### config.mk
export PLATFORM = sky130hd
export DESIGN_NAME = dual_timebase_capture_timer
export DESIGN_NICKNAME = d
export VERILOG_FILES = /design/src/verilog/tick_timer_pkg.sv /design/src/verilog/capture_sync_if.sv /design/src/verilog/capture_edge_sync.sv /design/src/verilog/dual_timebase_capture_timer.sv
export SDC_FILE = /design/constraint.sdc
export NUM_CORES = 1
export LEC_CHECK = 0
export ABC_AREA = 1
export BUFFER_PORTS_ARGS = -buffer_cell sky130_fd_sc_hd__buf_2
export CAP_MARGIN = 25
export CELL_PAD_IN_SITES_DETAIL_PLACEMENT = 0
export CELL_PAD_IN_SITES_GLOBAL_PLACEMENT = 1
export CORE_ASPECT_RATIO = 1.2
export CORE_MARGIN = 10
export CORE_UTILIZATION = 40
export CTS_CLUSTER_SIZE = 24
export DETAILED_ROUTE_END_ITERATION = 12
export PLACE_DENSITY_LB_ADDON = 0.1
export SLEW_MARGIN = 10
export SYNTH_ARGS = -nofsm -noshare
export SYNTH_HDL_FRONTEND = slang
export SYNTH_SLANG_ARGS = --single-unit
### constraint.sdc
create_clock -name i_clock -period 3.1 [get_ports i_clock]
set_clock_uncertainty 0.05 [all_clocks]
set_input_delay 0.775 -clock i_clock [delete_from_list [all_inputs] [get_ports i_clock]]
set_output_delay 0.775 -clock i_clock [all_outputs]
set_load 0.02 [all_outputs]
### src/verilog/tick_timer_pkg.sv
// Constants for the dual timebase capture timer
package tick_timer_pkg;
   localparam int unsigned CLOCK_HZ = 40000000;
   localparam int unsigned OSC_DIV = 32;
   localparam int unsigned PRESCALE_W = 5;
   localparam logic [PRESCALE_W-1:0] PRESCALE_LAST = 5'(OSC_DIV - 1);
   localparam logic [7:0] CNT_ONE_LAST = 8'hF9;
   localparam logic [7:0] CNT_ONE_RESET = 8'h00;
   localparam logic [7:0] RELOAD_RESET = 8'h00;
   localparam logic [7:0] CAPTURE_RESET = 8'h00;
   localparam logic [7:0] CNT_TWO_LAST = 8'hFF;
   localparam int unsigned CSR1_CAP_IE_BIT = 7;
   localparam int unsigned CSR1_CAP_FLAG_BIT = 6;
   localparam int unsigned CSR1_DOUBLE_BIT = 5;
   localparam int unsigned CSR1_ONE_IE_BIT = 4;
   localparam int unsigned CSR1_ONE_FLAG_BIT = 3;
   localparam int unsigned CSR2_TWO_IE_BIT = 1;
   localparam int unsigned CSR2_TWO_FLAG_BIT = 0;
   typedef enum logic [1:0] {
      PWR_RUN = 2'h0,
      PWR_WAIT = 2'h1,
      PWR_ACTIVE_HALT = 2'h3,
      PWR_HALT = 2'h2
   } power_mode_e;
endpackage

### src/verilog/capture_sync_if.sv
// Synchronised capture pin and its edge pulse
`timescale 1ns/1ps
interface capture_sync_if;
   logic level;
   logic edge_pulse;
   modport source (output level, output edge_pulse);
   modport sink (input level, input edge_pulse);
endinterface

### src/verilog/capture_edge_sync.sv
// Two-stage synchroniser and any-edge detector for the capture pin
`timescale 1ns/1ps
module capture_edge_sync
(
   input wire logic i_clock,
   input wire logic i_rst_n,
   input wire logic i_pin,
   capture_sync_if.source sync_port
);
   logic meta_reg;
   logic sync_reg;
   logic last_reg;
   assign sync_port.level = sync_reg;
   assign sync_port.edge_pulse = sync_reg ^ last_reg;
   always_ff @(posedge i_clock or negedge i_rst_n)
   begin
      if (!i_rst_n)
      begin
         meta_reg <= 1'b0;
         sync_reg <= 1'b0;
         last_reg <= 1'b0;
      end
      else
      begin
         meta_reg <= i_pin;
         sync_reg <= meta_reg;
         last_reg <= sync_reg;
      end
   end
endmodule // capture_edge_sync

### src/verilog/dual_timebase_capture_timer.sv
// Dual timebase and input capture timer with plain register ports
//
// Contract
// - Counter one is hidden 8-bit, counts from zero at clock/32.
// - Counter one overflows wrapping F9h to 00h, dividing by 250.
// - Overflow period 1 ms at 8 MHz; double-select doubles it.
// - Counter one overflow sets tick-one flag; request when enabled.
// - Reading first control/status register clears tick-one flag.
// - Capture register latches counter one on any capture pin edge.
// - Capture sets capture flag; request when enabled; holds counter value.
// - Reading capture value register clears capture flag.
// - No capture while capture flag set; last value kept.
// - Counter two is 8-bit auto-reload, readable by software.
// - Counter two starts from reload value, counts at clock/32.
// - Counter two overflows past FFh and reloads.
// - Reload writes accepted anytime; used at next overflow.
// - Counter two period 4 us to 1.024 ms in 4 us steps.
// - Counter two overflow sets tick-two flag; second register read clears.
// - Enabled tick-one event wakes from wait and active-halt, not halt.
// - Tick-two and capture events wake from wait only.
// - Separate request lines, served when enabled and CPU mask clear.
// - Writes to event flags leave them unchanged.
`timescale 1ns/1ps
module dual_timebase_capture_timer
   import tick_timer_pkg::*;
(
   input wire logic i_clock,
   input wire logic i_rst_n,
   input wire logic i_capture_input_pin,
   input wire tick_timer_pkg::power_mode_e i_power_mode,
   input wire logic i_cpu_irq_masked,
   input wire logic i_ctrl_status_first_wr,
   input wire logic [7:0] i_ctrl_status_first_wdata,
   input wire logic i_ctrl_status_first_rd,
   input wire logic i_ctrl_status_second_wr,
   input wire logic [7:0] i_ctrl_status_second_wdata,
   input wire logic i_ctrl_status_second_rd,
   input wire logic i_reload_value_wr,
   input wire logic [7:0] i_reload_value_wdata,
   input wire logic i_capture_value_rd,
   output logic [7:0] o_ctrl_status_first,
   output logic [7:0] o_ctrl_status_second,
   output logic [7:0] o_reload_value_reg,
   output logic [7:0] o_counter_two_value_reg,
   output logic [7:0] o_capture_value_reg,
   output logic o_tick_one_irq,
   output logic o_tick_two_irq,
   output logic o_capture_irq,
   output logic o_wakeup
);
   import tick_timer_pkg::*;

   function automatic logic [7:0] inc8(input logic [7:0] v);
      inc8 = 8'(v + 8'h01);
   endfunction

   // Hardware set wins over a clearing read in the same cycle
   function automatic logic sticky_next(input logic cur, input logic hw_set, input logic rd_clr);
      if (hw_set)
         sticky_next = 1'b1;
      else if (rd_clr)
         sticky_next = 1'b0;
      else
         sticky_next = cur;
   endfunction

   // A request only leaves the block while the CPU mask is clear
   function automatic logic gate_req(input logic flag, input logic enable, input logic masked);
      gate_req = flag && enable && !masked;
   endfunction

   capture_sync_if cap_if ();

   capture_edge_sync u_sync
   (
      .i_clock(i_clock),
      .i_rst_n(i_rst_n),
      .i_pin(i_capture_input_pin),
      .sync_port(cap_if.source)
   );

   logic [PRESCALE_W-1:0] prescale_reg;
   logic [7:0] count_one_reg;
   logic period_half_reg;
   logic [7:0] count_two_reg;
   logic reload_seen_reg;
   logic [7:0] reload_reg;
   logic [7:0] capture_reg;
   logic capture_flag;
   logic capture_irq_en;
   logic tick_one_flag;
   logic tick_one_irq_en;
   logic period_double_sel;
   logic tick_two_flag;
   logic tick_two_irq_en;

   wire halted = (i_power_mode == PWR_HALT);
   wire tick_en = (prescale_reg == PRESCALE_LAST) && !halted;
   wire one_wrap = tick_en && (count_one_reg == CNT_ONE_LAST);
   wire one_event = one_wrap && (!period_double_sel || period_half_reg);
   wire two_event = tick_en && (count_two_reg == CNT_TWO_LAST);
   // any edge, inhibited while flag set
   wire capture_take = cap_if.edge_pulse && !capture_flag;
   wire [7:0] count_one_next = one_wrap ? CNT_ONE_RESET : inc8(count_one_reg);
   wire [7:0] count_two_next = two_event ? reload_reg : inc8(count_two_reg);

   always_ff @(posedge i_clock or negedge i_rst_n)
   begin
      if (!i_rst_n)
         prescale_reg <= '0;
      else if (!halted)
         prescale_reg <= PRESCALE_W'(prescale_reg + 1'b1);
   end

   always_ff @(posedge i_clock or negedge i_rst_n)
   begin
      if (!i_rst_n)
      begin
         count_one_reg <= CNT_ONE_RESET;
         period_half_reg <= 1'b0;
      end
      else if (tick_en)
      begin
         count_one_reg <= count_one_next;
         if (one_wrap)
            period_half_reg <= !period_half_reg;
      end
   end

   // first reload after reset, then count, reload at overflow
   always_ff @(posedge i_clock or negedge i_rst_n)
   begin
      if (!i_rst_n)
      begin
         count_two_reg <= RELOAD_RESET;
         reload_seen_reg <= 1'b0;
      end
      else if (!reload_seen_reg)
      begin
         count_two_reg <= reload_reg;
         reload_seen_reg <= 1'b1;
      end
      else if (tick_en)
         count_two_reg <= count_two_next;
   end

   always_ff @(posedge i_clock or negedge i_rst_n)
   begin
      if (!i_rst_n)
         reload_reg <= RELOAD_RESET;
      else if (i_reload_value_wr)
         reload_reg <= i_reload_value_wdata;
   end

   // Enable and double-select bits; flag bits of written data are ignored
   always_ff @(posedge i_clock or negedge i_rst_n)
   begin
      if (!i_rst_n)
      begin
         capture_irq_en <= 1'b0;
         period_double_sel <= 1'b0;
         tick_one_irq_en <= 1'b0;
         tick_two_irq_en <= 1'b0;
      end
      else
      begin
         if (i_ctrl_status_first_wr)
         begin
            capture_irq_en <= i_ctrl_status_first_wdata[CSR1_CAP_IE_BIT];
            period_double_sel <= i_ctrl_status_first_wdata[CSR1_DOUBLE_BIT];
            tick_one_irq_en <= i_ctrl_status_first_wdata[CSR1_ONE_IE_BIT];
         end
         if (i_ctrl_status_second_wr)
            tick_two_irq_en <= i_ctrl_status_second_wdata[CSR2_TWO_IE_BIT];
      end
   end

   // overflow sets a flag; status read clears it
   // flags take no write data at all
   wire tick_one_flag_next = sticky_next(tick_one_flag, one_event, i_ctrl_status_first_rd);
   wire tick_two_flag_next = sticky_next(tick_two_flag, two_event, i_ctrl_status_second_rd);
   // capture value read clears the capture flag
   wire capture_flag_next = sticky_next(capture_flag, capture_take, i_capture_value_rd);
   // capture register holds counter one at the taken edge
   wire [7:0] capture_next = capture_take ? count_one_reg : capture_reg;

   always_ff @(posedge i_clock or negedge i_rst_n)
   begin
      if (!i_rst_n)
         tick_one_flag <= 1'b0;
      else
         tick_one_flag <= tick_one_flag_next;
   end

   // tick two flag
   // A read in the overflow cycle loses, so no event goes unseen
   always_ff @(posedge i_clock or negedge i_rst_n)
   begin
      if (!i_rst_n)
         tick_two_flag <= 1'b0;
      else
         tick_two_flag <= tick_two_flag_next;
   end

   // capture value and flag
   // Flag resets to zero here; software still reads once
   always_ff @(posedge i_clock or negedge i_rst_n)
   begin
      if (!i_rst_n)
      begin
         capture_reg <= CAPTURE_RESET;
         capture_flag <= 1'b0;
      end
      else
      begin
         capture_reg <= capture_next;
         capture_flag <= capture_flag_next;
      end
   end

   // each source keeps its own request
   wire tick_one_req = tick_one_flag && tick_one_irq_en;
   wire tick_two_req = tick_two_flag && tick_two_irq_en;
   wire capture_req = capture_flag && capture_irq_en;
   // wake sources depend on power mode
   wire wake_any = (i_power_mode == PWR_WAIT) && (tick_one_req || tick_two_req || capture_req);
   wire wake_ah = (i_power_mode == PWR_ACTIVE_HALT) && tick_one_req;
   // Halt has no wake source: the counters are frozen there
   // Wake ignores the CPU mask, which only gates servicing
   wire wake_next = wake_any || wake_ah;

   // Status words as software reads them; unused bits read zero
   wire [7:0] status_first_word = {capture_irq_en, capture_flag, period_double_sel,
                                   tick_one_irq_en, tick_one_flag, 3'h0};
   wire [7:0] status_second_word = {6'h00, tick_two_irq_en, tick_two_flag};

   // Registered status words
   always_ff @(posedge i_clock or negedge i_rst_n)
   begin
      if (!i_rst_n)
      begin
         o_ctrl_status_first <= 8'h00;
         o_ctrl_status_second <= 8'h00;
      end
      else
      begin
         o_ctrl_status_first <= status_first_word;
         o_ctrl_status_second <= status_second_word;
      end
   end

   // counter two and value registers seen by software
   // Mirrors trail the counters by one cycle, as do all outputs
   always_ff @(posedge i_clock or negedge i_rst_n)
   begin
      if (!i_rst_n)
      begin
         o_reload_value_reg <= RELOAD_RESET;
         o_counter_two_value_reg <= RELOAD_RESET;
         o_capture_value_reg <= CAPTURE_RESET;
      end
      else
      begin
         o_reload_value_reg <= reload_reg;
         o_counter_two_value_reg <= count_two_reg;
         o_capture_value_reg <= capture_reg;
      end
   end

   // request lines gated by the CPU mask
   always_ff @(posedge i_clock or negedge i_rst_n)
   begin
      if (!i_rst_n)
      begin
         o_tick_one_irq <= 1'b0;
         o_tick_two_irq <= 1'b0;
         o_capture_irq <= 1'b0;
      end
      else
      begin
         o_tick_one_irq <= gate_req(tick_one_flag, tick_one_irq_en, i_cpu_irq_masked);
         o_tick_two_irq <= gate_req(tick_two_flag, tick_two_irq_en, i_cpu_irq_masked);
         o_capture_irq <= gate_req(capture_flag, capture_irq_en, i_cpu_irq_masked);
      end
   end

   always_ff @(posedge i_clock or negedge i_rst_n)
   begin
      if (!i_rst_n)
         o_wakeup <= 1'b0;
      else
         o_wakeup <= wake_next;
   end
endmodule // dual_timebase_capture_timer

==> out/qor.yml <==
fin_nets: 428
std_cell_rows: 36
hold_buffers: 0
core_area_um2: 8110
seq_area_um2: 2100
combPwrFrac_pct: 19.6
initial_core_util_pct: 40.9
first_global_vias: 2256
area_delta_synth_final_pct: 16.8
post_cts_buffers: 0
syn-instance-count: 319
overflow: 0
peakVddDrop_uv: 278
synth_area_leader_cell: "dfrtp_1"
crit_fanout: 11
grt_max_degree: 52
cts.path.max_buffers: 2
numPortBuffers: 58
yosysMostFrequentCell: "dfrtp_1"
grt_usage_pct: 11.2
antenna_found_initial: 0
critPathKind: "flip-flop to flip-flop"
io_pins: 80
clk_pin_slew_worst_paths_ps: 90
syn_area_per_cell_um2: 10.4
cts_root_buf: "clkbuf_8"
dp_hpwl_um: 4850
yosysSeqAreaShare_pct: 63.4
cap_viol_max_count: 0
h-tree-depth: 3
finalHoldViolations: 0
wire_per_inst_um: 13.5
drc: 0
via_count: 2267
clkPwrFrac_pct: 27.1
die_height_um: 120
cts_resized: 0
slew_headroom_pct: 59.2
synth_warnings: 0
drv_slew: 0
cp.arrival_ps: 2130
final_antenna_net_count: 0
n_antenna_cell: 0
met1_length_um: 2750
synthTopCellsByArea: "dfrtp_1 63%, nand2_1 8.5%, inv_1 3.8%, nand3_1 3.6%, o21ai_0 3.5%"
min_period_ps: 1940
dr.max_layer_used: "met4"
multi_input_area_um2: 1010
fill_cells: 800
leakage_uw: 0.00203
powerDensity_nw_per_um2: 689
clock_latency_ps: 350
wl_met3_um: 389
numCtsBuffers: 9
fin_tns_setup_ps: 0
finalSetupViolCount: 0
cts_sinks: 84
start_kind: "flip-flop"
switching_share_pct: 31.8
synth_cell_type_count: 31
synth-main-ff-cell: "dfrtp_1"
synthArstFlopShare_pct: 100
synthesis.area_um2: 3320
fp.dieW_um: 103
holdCritPathClass: "flip-flop to flip-flop"
ys_ff_latch: 84
cp_data_required_time_ps: 3290
grt_pass1_wl_um: 10900
drt-total-wl_um: 6550
drt-initial-drc-count: 68
power_uw: 2670
fmax_mhz: 515
drt_first_pass_iters: 4
synth_edf_count: 0
rsz0062_at_grt: "false"
crit_path_end_kind: "flip-flop"
switchingPower_uw: 849
synth.top_cells.by_count: "84 x dfrtp_1, 75 x nand2_1, 34 x inv_1"
cts_tree: "done"
dr_wl_met2_um: 3330
internal_power_uw: 1820
synth.top_cell.area_share_pct: 63.4
period_share_pct: 62.6
place_congestion: 0.812
run_status: "complete, no violations"
dieArea_um2: 12400
seqPwrFrac_pct: 53.3
tightestPinTransition_ps: 612
vias_per_cell: 4.66
drive_gt1_share_pct: 24.0
## cell type report
type                    count  area share [%]
clock inverters             4           0.840
repair buffers             62            8.33
inverters                  35            3.39
clock buffers              11            3.91
flip-flops and latches     84            54.3
well taps                  95            3.07
multi-input cells         195            26.2
## worst max-delay path, cell delays in order, from the launching register on
cell and delay (ps):
dfrtp_1 390, ha_1 180, and3_1 170, ha_1 210
nand2_4 100, inv_1 260, nand4_2 260, nand3_1 150
nand2_1 60
## placed cells by master (no fill, tap or decap), drive strengths merged, types with 2 or more instances in the layout
cell / count
a21oi: 5
nand2: 82
inv: 36
nand4: 4
nand3: 24
o21ai: 25
buf: 62
ha: 5
mux2: 4
xor2: 4
nor2: 20
clkbuf: 11
conb: 10
clkinvlp: 2
nor3: 5
dfrtp: 84
xnor2: 4
## through the flow
step	utilization, %	setup slack (ps)	cell area (um2)	hold slack [ps]	cells
floorplan	-	1410	3350	281	327
global placement	45.4	1020	3680	287	470
detailed placement	45.4	1020	3680	297	470
CTS	47.7	1100	3870	308	485
global route	47.8	947	3870	313	486
finish	47.8	1160	3870	304	486
## power groups by stage
stage | clock network, uW | logic (uW) | registers (uW)
finish | 723 | 523 | 1420
global route | 796 | 598 | 1450
CTS | 747 | 534 | 1420
detailed placement | 0 | 533 | 1440
global placement | 0 | 524 | 1440
floorplan | 0 | 282 | 1510
## cells by family (layout without fill, tap and decap cells)
| kind of cell | count (synthesis) | in the layout | share of synthesized area (%) |
|---|---|---|---|
| muxes | 4 | 4 | 1.36 |
| adders and majority gates | 5 | 5 | 1.89 |
| other | 2 | 10 | 0.226 |
| buffers and inverters | 48 | 112 | 6.94 |
| AOI/OAI and AO/OA | 31 | 31 | 4.87 |
| DFF | 84 | 84 | 63.4 |
| xor gates and xnor gates | 8 | 8 | 2.11 |
| and+or+nand+nor | 137 | 137 | 19.2 |
## final timing paths
path,start,endpoint,slack [ps],cells after the start
worst max-delay path,prescale_reg[0],count_one_reg[6],1160,8
worst min-delay path,u_sync.meta_reg,u_sync.sync_port.level,300,0
worst max register to register,prescale_reg[0],count_one_reg[6],1160,8
worst min register to register,u_sync.meta_reg,u_sync.sync_port.level,300,0
max in group asynchronous,i_rst_n,o_counter_two_value_reg[7],1970,2
min in group asynchronous,i_rst_n,o_ctrl_status_first[7],370,1
## per-layer routing
layer	vias to the layer above	global-route usage, %
met2	48	18.6
met3	8	3.21
met5	-	0
met4	0	4.70
met1	1083	13.3
li1	1128	-
No activity file was read; power rests on OpenSTA's default activity.
